<file path="config.mk">
export PLATFORM = sky130hd
export DESIGN_NAME = ltw_top
export DESIGN_NICKNAME = d
export VERILOG_FILES = /design/src/logic/ltw_pkg.sv /design/src/logic/ltw_wait.sv /design/src/logic/ltw_persist.sv /design/src/logic/ltw_top.sv
export SDC_FILE = /design/constraint.sdc
export NUM_CORES = 1
export LEC_CHECK = 0
export BUFFER_PORTS_ARGS = -buffer_cell sky130_fd_sc_hd__buf_2
export CAP_MARGIN = 40
export CORE_UTILIZATION = 45
export CTS_BUF_LIST = sky130_fd_sc_hd__clkbuf_16
export DETAILED_ROUTE_END_ITERATION = 12
export GPL_ROUTABILITY_DRIVEN = 0
export MAX_ROUTING_LAYER = met4
export SLEW_MARGIN = 20
export SYNTH_ARGS = -nofsm -noshare
export SYNTH_HDL_FRONTEND = slang
export SYNTH_SLANG_ARGS = --single-unit
</file>
<file path="constraint.sdc">
create_clock -name MCLK_IN -period 4.2 [get_ports MCLK_IN]
set_clock_uncertainty 0.15 [all_clocks]
set_input_delay 0.42 -clock MCLK_IN [delete_from_list [all_inputs] [get_ports MCLK_IN]]
set_output_delay 0.42 -clock MCLK_IN [all_outputs]
set_load 0.005 [all_outputs]
</file>
<file path="src/logic/ltw_pkg.sv">
// Constants, types and register map of the light threshold and wait logic.
// Assumes a single 200 MHz clock and a synchronous active-high reset.
// Notes on behaviour
// Wait pause is (count plus one) ticks.
// Long-wait bit multiplies the pause by twelve.
// Compare results against the 16-bit low threshold.
// Compare results against the 16-bit high threshold.
// Result below low threshold is out of range.
// Result above high threshold is out of range.
// Pin asserts when flag and enable set.
// Low byte shadowed until high byte write.
// Host writes low byte, then high byte.
// Setting 0 every cycle, 1 any outlier.
// Settings 2, 3 need that many outliers.
// Settings 4-7, 13-15 need listed run lengths.
// Settings 8-12 need 25 to 45 outliers.
// Raise when run count equals the setting.
// In-range result clears the run counter.
// Host keeps reserved config-zero bits at defaults.
// Wait, threshold, persistence registers reset zero.
// Wait pause only while wait enable set.
// Tick is 2048 integration clocks, oscillator/11.
// Light flag is status bit 4.
// Flags clear on write-one or on read; a status read clears only with read-clear set.
// Interrupt pin is active low open drain.
package ltw_pkg;

   // Register offsets.
   localparam logic [7:0] ADDR_ENABLE = 8'h80;
   localparam logic [7:0] ADDR_WAIT_COUNT = 8'h83;
   localparam logic [7:0] ADDR_LOW_THR_LO = 8'h84;
   localparam logic [7:0] ADDR_LOW_THR_HI = 8'h85;
   localparam logic [7:0] ADDR_HIGH_THR_LO = 8'h86;
   localparam logic [7:0] ADDR_HIGH_THR_HI = 8'h87;
   localparam logic [7:0] ADDR_PERSIST = 8'h8C;
   localparam logic [7:0] ADDR_CONFIG_ZERO = 8'h8D;
   localparam logic [7:0] ADDR_STATUS = 8'h93;
   localparam logic [7:0] ADDR_CONFIG_THREE = 8'hAB;
   localparam logic [7:0] ADDR_IRQ_ENABLE = 8'hDD;

   // Values after reset.
   localparam logic [7:0] RST_ZERO = 8'h00;
   localparam logic [7:0] RST_CONFIG_ZERO = 8'h80;
   localparam logic [7:0] RST_CONFIG_THREE = 8'h0C;

   // Field positions.
   localparam int BIT_POWER_ON = 0;
   localparam int BIT_ALS_ENABLE = 1;
   localparam int BIT_WAIT_ENABLE = 3;
   localparam int BIT_LONG_WAIT = 2;
   localparam int BIT_LIGHT_FLAG = 4;
   localparam int BIT_READ_CLEAR = 7;
   localparam int BIT_LIGHT_IRQ_EN = 4;

   // Timing: one tick is 2048 integration clocks of oscillator/11.
   localparam int CLK_MHZ = 200;
   localparam int OSC_PERIOD_NS = 125;
   localparam int ICLK_DIV = 11;
   localparam int ICLK_CYCLES = (OSC_PERIOD_NS * ICLK_DIV * CLK_MHZ) / 1000;
   localparam int TICK_ICLKS_DEF = 2048;
   localparam logic [11:0] LONG_WAIT_FACTOR = 12'h00C;
   localparam logic [5:0] RUN_MAX = 6'h3F;

   // Bus address of the device; the value is arbitrary.
   localparam logic [6:0] DEV_ADDR_DEF = 7'h2A;

   // Serial bus slave states.
   typedef enum logic [5:0] {
      ST_IDLE = 6'h01,
      ST_ADDR = 6'h02,
      ST_ACK = 6'h04,
      ST_RX = 6'h08,
      ST_TX = 6'h10,
      ST_RACK = 6'h20
   } ltw_bus_state_t;

   // Active threshold pair.
   typedef struct packed {
      logic [15:0] low;
      logic [15:0] high;
   } ltw_thr_t;

   // One visible-channel result.
   typedef struct packed {
      logic valid;
      logic [15:0] vis;
   } ltw_result_t;

endpackage : ltw_pkg

</file>
<file path="src/logic/ltw_wait.sv">
// Wait timer between measurement cycles.
// Assumes start is a one-cycle pulse and run stays high during the pause.
`timescale 1ns/1ps
module ltw_wait
   import ltw_pkg::*;
#(
   parameter int TICK_ICLKS = TICK_ICLKS_DEF
)(
   // Clock and reset.
   input wire logic clk_in,
   input wire logic rst_in,
   // Control.
   input wire logic start_in,
   input wire logic run_in,
   input wire logic [7:0] wait_count_in,
   input wire logic long_wait_x12_in,
   // Status.
   output logic busy_out,
   output logic done_out
);

   logic [8:0] presc_ff;
   logic [10:0] iclk_ff;
   logic [11:0] ticks_ff;
   logic [11:0] base;
   logic [11:0] total;
   logic tick_end;

   // Pause length in ticks, stretched twelve-fold in long mode.
   always_comb begin
      base = {4'h0, wait_count_in} + 12'h001;
      total = long_wait_x12_in ? 12'(base * LONG_WAIT_FACTOR) : base;
      tick_end = (presc_ff == 9'(ICLK_CYCLES - 1)) &&
                 (iclk_ff == 11'(TICK_ICLKS - 1));
   end

   // Down counter; the prescalers restart with each pause so the first
   // tick is full length rather than a fraction left over from before.
   always_ff @(posedge clk_in) begin
      if (rst_in) begin
         presc_ff <= 9'h000;
         iclk_ff <= 11'h000;
         ticks_ff <= 12'h000;
         busy_out <= 1'b0;
         done_out <= 1'b0;
      end else begin
         done_out <= 1'b0;
         if (!run_in) begin
            busy_out <= 1'b0;
         end else if (start_in) begin
            presc_ff <= 9'h000;
            iclk_ff <= 11'h000;
            ticks_ff <= total;
            busy_out <= 1'b1;
         end else if (busy_out) begin
            if (presc_ff == 9'(ICLK_CYCLES - 1)) begin
               presc_ff <= 9'h000;
               iclk_ff <= tick_end ? 11'h000 : 11'(iclk_ff + 11'h001);
            end else begin
               presc_ff <= 9'(presc_ff + 9'h001);
            end
            if (tick_end) begin
               ticks_ff <= 12'(ticks_ff - 12'h001);
               if (ticks_ff == 12'h001) begin
                  busy_out <= 1'b0;
                  done_out <= 1'b1;
               end
            end
         end
      end
   end

endmodule : ltw_wait

</file>
<file path="src/logic/ltw_persist.sv">
// Threshold compare and persistence filter for visible-channel results.
// Assumes one valid pulse per finished measurement cycle.
`timescale 1ns/1ps
module ltw_persist
   import ltw_pkg::*;
(
   // Clock and reset.
   input wire logic clk_in,
   input wire logic rst_in,
   // Result and settings.
   input wire ltw_result_t res_in,
   input wire ltw_thr_t thr_in,
   input wire logic [3:0] persist_select_in,
   // Event.
   output logic raise_out
);

   logic [5:0] run_ff;
   logic [5:0] run_next;
   logic out_of_range;

   // Run length a setting asks for: 2, 3, then steps of five.
   function automatic logic [5:0] need_run(input logic [3:0] sel);
      logic [5:0] s;
      s = {2'h0, sel};
      if (sel < 4'h4) begin
         need_run = s;
      end else begin
         need_run = 6'((s - 6'h03) * 6'h05);
      end
   endfunction : need_run

   // The run counter saturates so a long outlier run cannot wrap around
   // and fire a second, spurious match.
   always_comb begin
      out_of_range = (res_in.vis < thr_in.low) ||
                     (res_in.vis > thr_in.high);
      run_next = (run_ff == RUN_MAX) ? RUN_MAX : 6'(run_ff + 6'h01);
   end

   // Count consecutive outliers and raise on the programmed count.
   always_ff @(posedge clk_in) begin
      if (rst_in) begin
         run_ff <= 6'h00;
         raise_out <= 1'b0;
      end else begin
         raise_out <= 1'b0;
         if (res_in.valid) begin
            if (!out_of_range) begin
               run_ff <= 6'h00;
               raise_out <= (persist_select_in == 4'h0);
            end else begin
               run_ff <= run_next;
               raise_out <= (persist_select_in < 4'h2) ||
                  (run_next == need_run(persist_select_in));
            end
         end
      end
   end

endmodule : ltw_persist

</file>
<file path="src/logic/ltw_top.sv">
// Top of the light threshold and wait logic: serial bus slave, register
// file, measurement sequencing, interrupt flag and open-drain pin.
// Assumes the converter delivers results on the same clock, and that the
// serial bus pins arrive asynchronously and are synchronised here.
`timescale 1ns/1ps
module ltw_top
   import ltw_pkg::*;
#(
   parameter logic [6:0] DEV_ADDR = DEV_ADDR_DEF, // Value is arbitrary.
   parameter int TICK_ICLKS = TICK_ICLKS_DEF
)(
   // Clock and reset.
   input wire logic MCLK_IN,
   input wire logic SYS_RST_IN,
   // Two-wire serial bus.
   input wire logic SCL_IN,
   input wire logic SDA_IN,
   output logic SDA_OUT,
   output logic SDA_OE_N_OUT,
   // Visible-channel results.
   input wire logic [15:0] VIS_DATA_IN,
   input wire logic VIS_VALID_IN,
   // Measurement sequencing.
   output logic POWER_ON_OUT,
   output logic ALS_ENABLE_OUT,
   output logic ALS_START_OUT,
   output logic WAIT_ACTIVE_OUT,
   // Interrupt pin.
   output logic INT_OUT,
   output logic INT_OE_N_OUT
);

   // Pin synchronisers and filtered levels.
   logic [2:0] scl_sync_ff;
   logic [2:0] sda_sync_ff;
   logic scl_ff;
   logic sda_ff;
   logic scl_prev_ff;
   logic sda_prev_ff;
   logic scl_rise;
   logic scl_fall;
   logic start_cond;
   logic stop_cond;

   // Bus slave state.
   ltw_bus_state_t state_ff;
   logic [2:0] bit_cnt_ff;
   logic [7:0] shift_ff;
   logic [7:0] ptr_ff;
   logic ptr_phase_ff;
   logic rw_ff;
   logic byte_full_ff;
   logic sda_oe_n_ff;
   logic wr_stb_ff;
   logic [7:0] wr_addr_ff;
   logic [7:0] wr_data_ff;
   logic rd_stb_ff;
   logic [7:0] rd_addr_ff;
   logic [7:0] rd_data;

   // Registers.
   logic [7:0] enable_ff;
   logic [7:0] wait_count_ff;
   logic [7:0] persistence_filter_ff;
   logic [7:0] config_zero_ff;
   logic [7:0] config_three_ff;
   logic [7:0] irq_enable_ff;
   logic [7:0] low_thr_shadow_ff;
   logic [7:0] high_thr_shadow_ff;
   ltw_thr_t thr_ff;
   logic light_threshold_flag_ff;
   logic flag_clear;

   // Sequencing.
   logic als_on;
   logic als_on_prev_ff;
   logic wait_busy;
   logic wait_done;
   logic persist_raise;
   ltw_result_t res;

   // Three flops per pin; a level is taken only when stages two and
   // three agree, which filters single-sample glitches on the bus.
   always_ff @(posedge MCLK_IN) begin
      if (SYS_RST_IN) begin
         scl_sync_ff <= 3'h7;
         sda_sync_ff <= 3'h7;
         scl_ff <= 1'b1;
         sda_ff <= 1'b1;
         scl_prev_ff <= 1'b1;
         sda_prev_ff <= 1'b1;
      end else begin
         scl_sync_ff <= {scl_sync_ff[1:0], SCL_IN};
         sda_sync_ff <= {sda_sync_ff[1:0], SDA_IN};
         if (scl_sync_ff[1] == scl_sync_ff[2]) begin
            scl_ff <= scl_sync_ff[2];
         end
         if (sda_sync_ff[1] == sda_sync_ff[2]) begin
            sda_ff <= sda_sync_ff[2];
         end
         scl_prev_ff <= scl_ff;
         sda_prev_ff <= sda_ff;
      end
   end

   // Bus events from the filtered levels.
   assign scl_rise = scl_ff & ~scl_prev_ff;
   assign scl_fall = ~scl_ff & scl_prev_ff;
   assign start_cond = scl_ff & scl_prev_ff & sda_prev_ff & ~sda_ff;
   assign stop_cond = scl_ff & scl_prev_ff & ~sda_prev_ff & sda_ff;

   // Read-back mux; unmapped offsets read zero.
   always_comb begin
      case (ptr_ff)
         ADDR_ENABLE: rd_data = enable_ff;
         ADDR_WAIT_COUNT: rd_data = wait_count_ff;
         ADDR_LOW_THR_LO: rd_data = low_thr_shadow_ff;
         ADDR_LOW_THR_HI: rd_data = thr_ff.low[15:8];
         ADDR_HIGH_THR_LO: rd_data = high_thr_shadow_ff;
         ADDR_HIGH_THR_HI: rd_data = thr_ff.high[15:8];
         ADDR_PERSIST: rd_data = persistence_filter_ff;
         ADDR_CONFIG_ZERO: rd_data = config_zero_ff;
         ADDR_STATUS: rd_data = {3'h0, light_threshold_flag_ff, 4'h0};
         ADDR_CONFIG_THREE: rd_data = config_three_ff;
         ADDR_IRQ_ENABLE: rd_data = irq_enable_ff;
         default: rd_data = 8'h00;
      endcase
   end

   // Serial bus slave. Sampling is on rising clock edges and the data
   // line is changed only after falling edges, so setup and hold on the
   // line are left to the host's own clock timing.
   always_ff @(posedge MCLK_IN) begin
      if (SYS_RST_IN) begin
         state_ff <= ST_IDLE;
         bit_cnt_ff <= 3'h0;
         shift_ff <= 8'h00;
         ptr_ff <= 8'h00;
         ptr_phase_ff <= 1'b1;
         rw_ff <= 1'b0;
         byte_full_ff <= 1'b0;
         sda_oe_n_ff <= 1'b1;
         wr_stb_ff <= 1'b0;
         wr_addr_ff <= 8'h00;
         wr_data_ff <= 8'h00;
         rd_stb_ff <= 1'b0;
         rd_addr_ff <= 8'h00;
      end else begin
         wr_stb_ff <= 1'b0;
         rd_stb_ff <= 1'b0;
         if (start_cond) begin
            state_ff <= ST_ADDR;
            bit_cnt_ff <= 3'h0;
            byte_full_ff <= 1'b0;
            ptr_phase_ff <= 1'b1;
            sda_oe_n_ff <= 1'b1;
         end else if (stop_cond) begin
            state_ff <= ST_IDLE;
            sda_oe_n_ff <= 1'b1;
         end else begin
            case (state_ff)
               ST_ADDR, ST_RX: begin
                  if (scl_rise) begin
                     shift_ff <= {shift_ff[6:0], sda_ff};
                     bit_cnt_ff <= 3'(bit_cnt_ff + 3'h1);
                     byte_full_ff <= (bit_cnt_ff == 3'h7);
                  end else if (scl_fall && byte_full_ff) begin
                     byte_full_ff <= 1'b0;
                     if (state_ff == ST_ADDR) begin
                        if (shift_ff[7:1] == DEV_ADDR) begin
                           rw_ff <= shift_ff[0];
                           sda_oe_n_ff <= 1'b0;
                           state_ff <= ST_ACK;
                        end else begin
                           state_ff <= ST_IDLE;
                        end
                     end else begin
                        sda_oe_n_ff <= 1'b0;
                        state_ff <= ST_ACK;
                        if (ptr_phase_ff) begin
                           ptr_ff <= shift_ff;
                           ptr_phase_ff <= 1'b0;
                        end else begin
                           wr_stb_ff <= 1'b1;
                           wr_addr_ff <= ptr_ff;
                           wr_data_ff <= shift_ff;
                           ptr_ff <= 8'(ptr_ff + 8'h01);
                        end
                     end
                  end
               end
               ST_ACK: begin
                  if (scl_fall) begin
                     bit_cnt_ff <= 3'h0;
                     if (rw_ff) begin
                        shift_ff <= rd_data;
                        sda_oe_n_ff <= rd_data[7];
                        rd_stb_ff <= 1'b1;
                        rd_addr_ff <= ptr_ff;
                        ptr_ff <= 8'(ptr_ff + 8'h01);
                        state_ff <= ST_TX;
                     end else begin
                        sda_oe_n_ff <= 1'b1;
                        state_ff <= ST_RX;
                     end
                  end
               end
               ST_TX: begin
                  if (scl_rise) begin
                     bit_cnt_ff <= 3'(bit_cnt_ff + 3'h1);
                     byte_full_ff <= (bit_cnt_ff == 3'h7);
                  end else if (scl_fall) begin
                     if (byte_full_ff) begin
                        byte_full_ff <= 1'b0;
                        sda_oe_n_ff <= 1'b1;
                        state_ff <= ST_RACK;
                     end else begin
                        shift_ff <= {shift_ff[6:0], 1'b0};
                        sda_oe_n_ff <= shift_ff[6];
                     end
                  end
               end
               ST_RACK: begin
                  if (scl_rise) begin
                     if (sda_ff) begin
                        state_ff <= ST_IDLE; // Host ended the read.
                     end else begin
                        byte_full_ff <= 1'b1;
                     end
                  end else if (scl_fall && byte_full_ff) begin
                     byte_full_ff <= 1'b0;
                     bit_cnt_ff <= 3'h0;
                     shift_ff <= rd_data;
                     sda_oe_n_ff <= rd_data[7];
                     rd_stb_ff <= 1'b1;
                     rd_addr_ff <= ptr_ff;
                     ptr_ff <= 8'(ptr_ff + 8'h01);
                     state_ff <= ST_TX;
                  end
               end
               ST_IDLE: begin
                  sda_oe_n_ff <= 1'b1;
               end
               default: begin
                  state_ff <= ST_IDLE;
                  sda_oe_n_ff <= 1'b1;
               end
            endcase
         end
      end
   end

   // Plain control registers, stored as written; the host keeps the
   // reserved config-zero pattern itself, nothing is forced here.
   always_ff @(posedge MCLK_IN) begin
      if (SYS_RST_IN) begin
         enable_ff <= RST_ZERO;
         wait_count_ff <= RST_ZERO;
         persistence_filter_ff <= RST_ZERO;
         config_zero_ff <= RST_CONFIG_ZERO;
         config_three_ff <= RST_CONFIG_THREE;
         irq_enable_ff <= RST_ZERO;
      end else if (wr_stb_ff) begin
         case (wr_addr_ff)
            ADDR_ENABLE: enable_ff <= wr_data_ff;
            ADDR_WAIT_COUNT: wait_count_ff <= wr_data_ff;
            ADDR_PERSIST: persistence_filter_ff <= wr_data_ff;
            ADDR_CONFIG_ZERO: config_zero_ff <= wr_data_ff;
            ADDR_CONFIG_THREE: config_three_ff <= wr_data_ff;
            ADDR_IRQ_ENABLE: irq_enable_ff <= wr_data_ff;
            default: ;
         endcase
      end
   end

   // Thresholds: the low byte waits in a shadow so the comparator never
   // sees a half-updated 16-bit value. A low-byte write without its
   // high byte changes nothing active (R9 is the host's duty).
   always_ff @(posedge MCLK_IN) begin
      if (SYS_RST_IN) begin
         low_thr_shadow_ff <= RST_ZERO;
         high_thr_shadow_ff <= RST_ZERO;
         thr_ff <= '0;
      end else if (wr_stb_ff) begin
         case (wr_addr_ff)
            ADDR_LOW_THR_LO: low_thr_shadow_ff <= wr_data_ff;
            ADDR_LOW_THR_HI: thr_ff.low <= {wr_data_ff, low_thr_shadow_ff};
            ADDR_HIGH_THR_LO: high_thr_shadow_ff <= wr_data_ff;
            ADDR_HIGH_THR_HI: begin
               thr_ff.high <= {wr_data_ff, high_thr_shadow_ff};
            end
            default: ;
         endcase
      end
   end

   // Flag clear by write-one, or by a status read in read-clear mode.
   always_comb begin
      flag_clear = (wr_stb_ff && (wr_addr_ff == ADDR_STATUS) &&
                    wr_data_ff[BIT_LIGHT_FLAG]) ||
                   (rd_stb_ff && (rd_addr_ff == ADDR_STATUS) &&
                    config_three_ff[BIT_READ_CLEAR]);
   end

   // Sticky light flag; a new event in the clearing cycle wins.
   always_ff @(posedge MCLK_IN) begin
      if (SYS_RST_IN) begin
         light_threshold_flag_ff <= 1'b0;
      end else begin
         light_threshold_flag_ff <= persist_raise |
            (light_threshold_flag_ff & ~flag_clear);
      end
   end

   // Open-drain interrupt: pull low only while flag and enable are set.
   always_ff @(posedge MCLK_IN) begin
      if (SYS_RST_IN) begin
         INT_OUT <= 1'b0;
         INT_OE_N_OUT <= 1'b1;
      end else begin
         INT_OUT <= 1'b0;
         INT_OE_N_OUT <= ~(light_threshold_flag_ff &
                           irq_enable_ff[BIT_LIGHT_IRQ_EN]);
      end
   end

   // Results count only while powered and measuring.
   assign als_on = enable_ff[BIT_POWER_ON] & enable_ff[BIT_ALS_ENABLE];
   assign res.valid = VIS_VALID_IN & als_on;
   assign res.vis = VIS_DATA_IN;

   // Next-cycle request: on switch-on, straight after a result when no
   // pause is wanted, or when the pause runs out.
   always_ff @(posedge MCLK_IN) begin
      if (SYS_RST_IN) begin
         als_on_prev_ff <= 1'b0;
         ALS_START_OUT <= 1'b0;
         POWER_ON_OUT <= 1'b0;
         ALS_ENABLE_OUT <= 1'b0;
         SDA_OUT <= 1'b0;
         SDA_OE_N_OUT <= 1'b1;
      end else begin
         als_on_prev_ff <= als_on;
         ALS_START_OUT <= (als_on & ~als_on_prev_ff) |
            (res.valid & ~enable_ff[BIT_WAIT_ENABLE]) |
            (als_on & wait_done);
         POWER_ON_OUT <= enable_ff[BIT_POWER_ON];
         ALS_ENABLE_OUT <= als_on;
         SDA_OUT <= 1'b0;
         SDA_OE_N_OUT <= sda_oe_n_ff;
      end
   end

   // Pause timer between cycles.
   ltw_wait #(
      .TICK_ICLKS(TICK_ICLKS)
   ) u_wait (
      .clk_in(MCLK_IN),
      .rst_in(SYS_RST_IN),
      .start_in(res.valid),
      .run_in(als_on & enable_ff[BIT_WAIT_ENABLE]),
      .wait_count_in(wait_count_ff),
      .long_wait_x12_in(config_zero_ff[BIT_LONG_WAIT]),
      .busy_out(wait_busy),
      .done_out(wait_done)
   );

   assign WAIT_ACTIVE_OUT = wait_busy;

   // Threshold compare and persistence.
   ltw_persist u_persist (
      .clk_in(MCLK_IN),
      .rst_in(SYS_RST_IN),
      .res_in(res),
      .thr_in(thr_ff),
      .persist_select_in(persistence_filter_ff[3:0]),
      .raise_out(persist_raise)
   );

endmodule : ltw_top

</file>
==> key figures, run 1 <==
STA
  – Number of slew-limit violations in the final report: 0
  – Final Hold Violating Endpoints: 0
  – Worst rel slew slack: 0.437
  – Post-Route Hold Slack: 98.3 ps
  – Slew @ Worst Pin: 840 ps
  – RSZ-0062 raised after global routing: false
  – Final period utilization: 0.806
  – Final-report setup violation count: 0
  – Total Negative Setup Slacks: 0 ps
  – Maximum clock frequency: 0.295 GHz
  – Final period demand of the worst path: about 3400 ps

Logic synthesis
  – Count of warnings emitted by yosys: 0
  – Number of distinct library cells after synthesis: 86
  – Register bit total from synthesis: 208
  – Sequential element share of the synthesized area: 0.362
  – Share of flip-flops with an asynchronous set or reset after synthesis: 0
  – Count of flip-flops with a built-in enable after synthesis: 0
  – Most instantiated flip-flop cell in the synthesis netlist: sky130_fd_sc_hd__dfxtp_1
  – Cell area after synthesis: around 12000 µm²
  – Cells after Synth: 1343
  – Average cell area after synthesis: 8.57 µm²

Floorplan
  – Area of the placeable core: 25100 µm²
  – Floorplan die area: 26200 µm²
  – Chip Height: 162 µm
  – Top Ports: 29
  – Starting Density: 0.459
  – Die X: 162 µm
  – Number of standard-cell rows in the floorplan: 58

Drt
  – DRC viols: 0
  – Post-route ant nets: 0
  – DR WL/cell: 17.4 µm
  – Detail-routed via count per cell: 5.67
  – Overall routed net length: 29.2 mm
  – Total number of vias: between 9000 and 10000
  – DRC marker count from the first detailed-route iteration: 804
  – Length of the first detailed-routing pass in iterations: 5

Critical path
  – Capturing element of the worst setup path: u_persist.raise_out
  – Critical path class: reg2reg
  – Path depth of the worst reg2reg path: 11
  – Reg-to-Reg End: u_persist.raise_out
  – Largest incremental delay on the critical path: 630 ps
  – Library cell appearing most often on the critical path: sky130_fd_sc_hd__ha_1
  – Critical path depth in cells: 11
  – FF-to-FF setup slack: roughly 800 ps
  – RR Startpoint: persistence_filter_ff[0]
  – Startpoint type of the worst setup path: register
  – Family with the most delay on the worst path: adder cells
  – Critical path required time: 4500 ps
  – Critical path, cell by cell: inv_1, ha_1, ha_1, ha_1, fa_1, xnor2_1, nand3b_1, o21ai_0, xnor2_1, or4b_2, o211ai_1
  – Launch point of the worst path: persistence_filter_ff[0]
  – Setup crit end kind: register
  – CP Data Arrival Time: 3680 ps
  – Critical Path Fanout Max: 8
  – Highest-delay cell along the critical path: sky130_fd_sc_hd__or4b_2
  – Number of buffers and inverters on the critical path: 1

Layout
  – Most common library cell in the layout ignoring fill and taps: sky130_fd_sc_hd__dfxtp_1
  – Final net count: 1411
  – Area growth from synthesis to layout: 10.0%
  – Highest-count cells in the layout ignoring fill and taps: sky130_fd_sc_hd__dfxtp_1, sky130_fd_sc_hd__nor2_1, sky130_fd_sc_hd__mux2i_1
  – Fraction of layout cells with a size suffix above 1: 0.0929
  – Number of diodes: 0

CTS
  – Clock buffers created by TritonCTS: 25
  – Number of cells upsized or downsized after cts: 0
  – Clock sink total: 208
  – CTS tree: built
  – Worst-Skew Late Latency: 520 ps
  – Master cell of the clock root buffer: sky130_fd_sc_hd__clkbuf_16
  – Clock tree buffer depth: 3
  – Total setup buffers inserted after CTS: 0
  – Number of H-tree levels: 1
  – Clock-pin slew on the worst setup and hold paths: ~60 ps

Global route
  – GRT Total Usage: 0.231
  – Global-route wire length before repair: around 48 mm
  – Remaining Overflow, GRT: 0
  – Number of global-route vias before repair: 8839
  – Number of antenna violations at the first check in global routing: 0
  – Pin count of the biggest net entering global routing: 105

Outcome
  – Outcome: finished, final reports clean

Job
  – Max-Cap Viols: 0

Placement
  – Port buffer count: 26
  – Placed wire-length estimate after detailed placement: 20.2 mm

Worst hold path
  – Worst hold start: VIS_VALID_IN
  – Path type of the worst min-delay path: in2reg

Power
  – Pleak: approximately 0.0047 µW
  – Worst IR drop on VDD: 304 µV
  – Cell Pwr Density: 332 nW/µm²
## repair_timing
| item | 4_1_cts | 5_1_grt |
|---|---|---|
| endpoints found under the hold margin | 2 | 0 |
| hold buffers | 2 | 0 |
| endpoints found under the setup margin | 0 | 0 |
## synth_stat cells (all sizes together) (5+ instances only)
cell	instances	area share
xor2	18	0.014
a2bb2oi	5	0.0038
nor3	32	0.015
a211o	9	0.0068
ha	61	0.066
o31ai	10	0.0065
and2	10	0.0056
mux2i	125	0.11
nand2	79	0.026
nor3b	7	0.0060
a32oi	6	0.0046
a211oi	15	0.012
a22oi	16	0.010
a221oi	6	0.0051
o211ai	10	0.0065
a222oi	5	0.0043
o22ai	6	0.0033
o2111ai	6	0.0046
nor4	11	0.0071
o21bai	8	0.0052
nor2b	17	0.0092
inv	60	0.020
buf	27	0.013
o21a	6	0.0039
nand3	24	0.011
a31oi	8	0.0043
clkbuf	61	0.020
nor2	199	0.065
xnor2	18	0.014
or2	13	0.0071
a21oi	63	0.027
or3	9	0.0053
a21o	14	0.0091
nand4	18	0.0098
dfxtp	208	0.36
a22o	9	0.0068
o21ai	55	0.024
and3	16	0.0087
a311oi	9	0.0090
nand2b	11	0.0060
## where the power goes
part / total (µW) / leakage [µW] / internal [µW] / switching, µW
Clock: 2130 / 0.000406 / 1270 / 860
Sequential: 1980 / 0.00168 / 1980 / 1.23
Combinational: 106 / 0.00267 / 37.4 / 68.8
## worst reg2reg max path, delay by kind of cell (launching register included)
kind,cells,cell delay (ps)
fa+ha+maj,4,1240
flops,1,460
xor+xnor,2,330
simple gates,2,730
buf+inv,1,100
compound gates,2,300
## how the worst min path moves through the flow
stage	to	cells past startpoint	slack, ps
after floorplan	INT_OE_N_OUT	1	240
after global placement	scl_sync_ff[1]	1	250
after detailed placement	scl_sync_ff[1]	1	240
after CTS	ALS_START_OUT	3	80
after global routing	ALS_START_OUT	3	80
final	ALS_START_OUT	3	100
## registers in the layout (all words and copies together) (netlist names), 9 cells and up
name             cells
thr_ff              32
u_wait.iclk_ff      11
u_wait.presc_ff      9
u_wait.ticks_ff     12
## through the flow
step                      cells  setup slack [ps]  power (µW)  utilization  instance area, µm²
after floorplan            1344              1090        2090            -               11500
after global placement     1621               935        2120        0.468               11800
after detailed placement   1628               844        2120        0.471               11800
after CTS                  1675               822        4260        0.504               12600
after global routing       1676               590        4360        0.505               12700
final                      1676               813        4210        0.505               12700
## cells by family after synthesis
group | share of synthesized area
simple gates | 0.204
compound gates | 0.173
flops | 0.362
buf+inv | 0.0529
mux | 0.113
fa+ha+maj | 0.0680
xor+xnor | 0.0274
other cells | 0.000326
## routing by layer
metal  up-vias  GRT usage  share of wire
met3        51     0.0258          0.035
met2       157      0.360           0.45
met5         -          -              0
met1      4523      0.316           0.49
met4         0     0.0613          0.023
li1       4773          -              -
## final cells by class
| class | instances | area [µm²] |
|---|---|---|
| Tap cell | 330 | 413 |
| Fill cell | 2431 | 12400 |
| Timing Repair Buffer | 45 | 315 |
| Sequential cell | 208 | 4160 |
| Clock inverter | 20 | 176 |
| Multi-Input combinational cell | 988 | 6750 |
| Clock buffer | 25 | 626 |
| Inverter | 60 | 225 |
No activity file was read; power rests on OpenSTA's default activity.
==> run 2, diff against run 1 <==
--- a/config.mk
+++ b/config.mk
@@ -5,6 +5,7 @@
 export SDC_FILE = /design/constraint.sdc
 export NUM_CORES = 1
 export LEC_CHECK = 0
+export ABC_AREA = 1
 export BUFFER_PORTS_ARGS = -buffer_cell sky130_fd_sc_hd__buf_2
 export CAP_MARGIN = 40
 export CORE_UTILIZATION = 45
==> constraint.sdc (replaced) <==
create_clock -name MCLK_IN -period 2.91 [get_ports MCLK_IN]
set_clock_uncertainty 0.15 [all_clocks]
set_input_delay 0.291 -clock MCLK_IN [delete_from_list [all_inputs] [get_ports MCLK_IN]]
set_output_delay 0.291 -clock MCLK_IN [all_outputs]
set_load 0.005 [all_outputs]
==> run 2 against run 1 <==
Clock power up 45%; global-route usage up 2.3 points; sequential share of layout area down 0.95 points; highest routed layer unchanged; combinational power up 58%; first-iteration DRC count up 0.50%; critical path depth up 4; worst setup slack worse by 550 ps; clock-buffer cell count down 2; cell count up 22%; register-to-register slack worse by 550 ps.
==> key figures, run 2 <==
Floorplan
  – Area of the placeable core: 25500 µm² (was 25100 µm²)
  – Top Ports: 29 (unchanged)
  – Starting Density: 0.463 (was 0.459)
  – Floorplan die area: 26900 µm² (was 26200 µm²)
  – Die X: 164 µm (was 162 µm)
  – Number of standard-cell rows in the floorplan: 58 (unchanged)
  – Chip Height: 164 µm (was 162 µm)

Layout
  – Fraction of layout cells with a size suffix above 1: 0.110 (was 0.0929)
  – Final net count: 1773 (was 1411)
  – Post-Route Utilization: 0.513 (was 0.505)
  – Area growth from synthesis to layout: 10.7% (was 10.0%)
  – Registers with the most flip-flops: thr_ff (32), u_wait.ticks_ff (12), u_wait.iclk_ff (11) (unchanged)
  – Final instance count without filler cells: 2037 (was 1676)
  – Flip-flop count of the largest register after layout: 32 (unchanged)
  – Most common library cell in the layout ignoring fill and taps: sky130_fd_sc_hd__nand2_1 (was sky130_fd_sc_hd__dfxtp_1)
  – Number of diodes: 0 (unchanged)
  – Top register by number of flip-flops: thr_ff (unchanged)
  – Highest-count cells in the layout ignoring fill and taps: sky130_fd_sc_hd__nand2_1, sky130_fd_sc_hd__dfxtp_1, sky130_fd_sc_hd__inv_1 (was sky130_fd_sc_hd__dfxtp_1, sky130_fd_sc_hd__nor2_1, sky130_fd_sc_hd__mux2i_1)

Logic synthesis
  – Share of the synthesized area in the top cell type: 0.353 (was 0.362)
  – Most instantiated flip-flop cell in the synthesis netlist: sky130_fd_sc_hd__dfxtp_1 (unchanged)
  – Most numerous cell types in the synthesized netlist: sky130_fd_sc_hd__nand2_1, sky130_fd_sc_hd__dfxtp_1, sky130_fd_sc_hd__inv_1 (was sky130_fd_sc_hd__dfxtp_1, sky130_fd_sc_hd__nor2_1, sky130_fd_sc_hd__mux2i_1)
  – Average cell area after synthesis: 7.05 µm² (was 8.57 µm²)
  – Cell area after synthesis: 11800 µm² (was 11500 µm²)
  – Area leader, netlist: sky130_fd_sc_hd__dfxtp_1 (unchanged)
  – Count of warnings emitted by yosys: 0 (unchanged)
  – Count of flip-flops with a built-in enable after synthesis: 0 (unchanged)
  – Sequential element share of the synthesized area: 0.353 (was 0.362)
  – Synth area leaders: sky130_fd_sc_hd__dfxtp_1, sky130_fd_sc_hd__nand2_1, sky130_fd_sc_hd__ha_1, sky130_fd_sc_hd__inv_1, sky130_fd_sc_hd__nor2_1 (was sky130_fd_sc_hd__dfxtp_1, sky130_fd_sc_hd__mux2i_1, sky130_fd_sc_hd__ha_1, sky130_fd_sc_hd__nor2_1, sky130_fd_sc_hd__a21oi_1)
  – Share of flip-flops with an asynchronous set or reset after synthesis: 0 (unchanged)
  – Number of distinct library cells after synthesis: 59 (was 86)
  – Cells after Synth: 1674 (was 1343)
  – Register bit total from synthesis: 208 (unchanged)
  – Most numerous cell in the Yosys netlist: sky130_fd_sc_hd__nand2_1 (was sky130_fd_sc_hd__dfxtp_1)

STA
  – Post-Route Hold Slack: 102 ps (was 98.3 ps)
  – Number of slew-limit violations in the final report: 0 (unchanged)
  – Final Hold Violating Endpoints: 0 (unchanged)
  – Slew @ Worst Pin: 740 ps (was 840 ps)
  – Worst rel slew slack: 0.505 (was 0.437)
  – Final-report setup violation count: 0 (unchanged)
  – Final period utilization: 0.909 (was 0.806)
  – Maximum clock frequency: 0.378 GHz (was 0.295 GHz)
  – Final setup margin: 263 ps (was 813 ps)
  – Final period demand of the worst path: 2650 ps (was 3390 ps)

Global route
  – Remaining Overflow, GRT: 0 (unchanged)
  – Routing usage on met3: 0.0278 (was 0.0258)
  – Most utilized layer in the global route result: met2 (unchanged)
  – Pin count of the biggest net entering global routing: 49 (was 105)
  – GRT Total Usage: 0.254 (was 0.231)
  – Number of antenna violations at the first check in global routing: 0 (unchanged)
  – Global-route wire length before repair: 53.0 mm (was 47.8 mm)
  – Met2 GRT Util: 0.389 (was 0.360)
  – GR met1 Demand/Resource: 0.359 (was 0.316)
  – Number of global-route vias before repair: 10100 (was 8839)

CTS
  – Clock sink total: 208 (unchanged)
  – Total setup buffers inserted after CTS: 0 (unchanged)
  – Master cell of the clock root buffer: sky130_fd_sc_hd__clkbuf_16 (unchanged)
  – Number of H-tree levels: 1 (unchanged)
  – Clock tree buffer depth: 3 (unchanged)
  – Worst-Skew Late Latency: 520 ps (about the same)
  – Clock buffers created by TritonCTS: 23 (was 25)
  – Clock-pin slew on the worst setup and hold paths: 60 ps (about the same)
  – CTS tree: built (unchanged)

Placement
  – Placed cell count: 1991 (was 1628)
  – Port buffer count: 26 (unchanged)
  – Placed wire-length estimate after detailed placement: 23.6 mm (was 20.2 mm)
  – Pre-CTS setup slack: 203 ps (was 844 ps)

Power
  – Pleak: 0.00535 µW (was 0.00475 µW)
  – Worst IR drop on VDD: 428 µV (was 304 µV)
  – Cell Pwr Density: 468 nW/µm² (was 332 nW/µm²)
  – Overall power after layout: 6110 µW (was 4210 µW)

Drt
  – DRC viols: 0 (unchanged)
  – Post-route ant nets: 0 (unchanged)
  – Overall routed net length: 32.2 mm (was 29.2 mm)
  – Length of the first detailed-routing pass in iterations: 5 (unchanged)
  – Detail-routed via count per cell: 5.36 (was 5.67)
  – DR WL/cell: 15.8 µm (was 17.4 µm)
  – Total number of vias: 10900 (was 9504)
  – DRC marker count from the first detailed-route iteration: 808 (was 804)

Worst hold path
  – Path type of the worst min-delay path: in2reg (unchanged)

Job
  – Max-Cap Viols: 0 (unchanged)

Critical path
  – Critical path class: reg2reg (unchanged)
  – Startpoint type of the worst setup path: register (unchanged)
  – Setup crit end kind: register (unchanged)
  – CP Data Arrival Time: 2910 ps (was 3680 ps)
  – FF-to-FF setup slack: 260 ps (was 810 ps)
  – Critical path required time: 3180 ps (was 4500 ps)
  – Critical Path Fanout Max: 5 (was 8)

Outcome
  – Outcome: finished, final reports clean (unchanged)
run 2: changes by cell type in the layout (fill, tap and decap cells not counted), moves of 13 or more:
cell                       delta
sky130_fd_sc_hd__xnor2_1     -13
sky130_fd_sc_hd__nand2_1    +212
sky130_fd_sc_hd__inv_1      +136
sky130_fd_sc_hd__and3_1      -15
sky130_fd_sc_hd__a211oi_1    +26
sky130_fd_sc_hd__a21o_1      -14
sky130_fd_sc_hd__mux2i_1    -125
sky130_fd_sc_hd__nand3_1     +93
sky130_fd_sc_hd__a22oi_1     -15
sky130_fd_sc_hd__a21oi_1     +73
sky130_fd_sc_hd__nor2b_1     -17
sky130_fd_sc_hd__o21ai_0     +83
sky130_fd_sc_hd__inv_2       +15
run 2: path summary, 6_finish.rpt:
check	start	endpoint	depth (start not counted)
worst max-delay path	persistence_filter_ff[0]	u_persist.raise_out	15
worst min-delay path	VIS_VALID_IN	u_persist.run_ff[5]	5
worst max register to register	persistence_filter_ff[0]	u_persist.raise_out	15
worst min register to register	scl_sync_ff[0]	scl_sync_ff[1]	1
run 2: cell type report:
class	instances	area [µm²]
clock buffers	23	576
multi-input cells	1191	6540
clock inverters	19	215
fillers	2554	12400
well taps	330	413
inverters	220	837
flip-flops and latches	208	4170
repair buffers	46	315
run 2: power by group:
group          switching [µW]  internal [µW]  total, µW  leakage, µW
sequential               1.74           2850       2850      0.00168
clock                    1210           1880       3090     0.000385
combinational             109           57.7        167      0.00329
total                    1320           4790       6110      0.00535
run 2: cell families (layout without fill, tap and decap cells):
family	after synthesis	after routing	share of synthesized area
flip-flops	208	208	0.353
AO/OA/AOI/OAI	353	353	0.167
other	1	2	0.000318
XOR/XNOR	17	17	0.0126
adder cells (fa/ha/maj)	62	62	0.0664
buffers and inverters	276	308	0.0954
AND/OR/NAND/NOR	757	757	0.305
run 2: what timing repair did:
action | in CTS | in global routing
endpoints found under the hold margin | 9 | 0
hold buffers | 3 | 0
gates resized for setup | 0 | 8
setup endpoints to repair | 0 | 4
run 2: worst max-delay path, cell delays in order (launching register included):
cell and delay (ps):
sky130_fd_sc_hd__dfxtp_2 360, sky130_fd_sc_hd__inv_1 90, sky130_fd_sc_hd__ha_1 320, sky130_fd_sc_hd__ha_1 310, sky130_fd_sc_hd__ha_1 220, sky130_fd_sc_hd__fa_1 410, sky130_fd_sc_hd__xnor2_2 180, sky130_fd_sc_hd__inv_1 50
sky130_fd_sc_hd__nand2_1 60, sky130_fd_sc_hd__nand2_1 60, sky130_fd_sc_hd__nand2_1 60, sky130_fd_sc_hd__nand2_1 50, sky130_fd_sc_hd__nand3_1 70, sky130_fd_sc_hd__nand3_1 60, sky130_fd_sc_hd__nand2_1 70, sky130_fd_sc_hd__inv_1 30
run 2: metal layers:
metal  wire, µm  vias to the layer above
met3       1600                       33
met2      14300                      254
met4        482                        0
met5          0                        -
met1      15800                     5057
li1           -                     5579
run 2: stage by stage:
stage               setup TNS (ps)  instance area [µm²]
finish                           0                13100
global route                 -41.8                13100
CTS                              0                13000
detailed placement               0                12200
global placement                 0                12200
floorplan                        0                11800
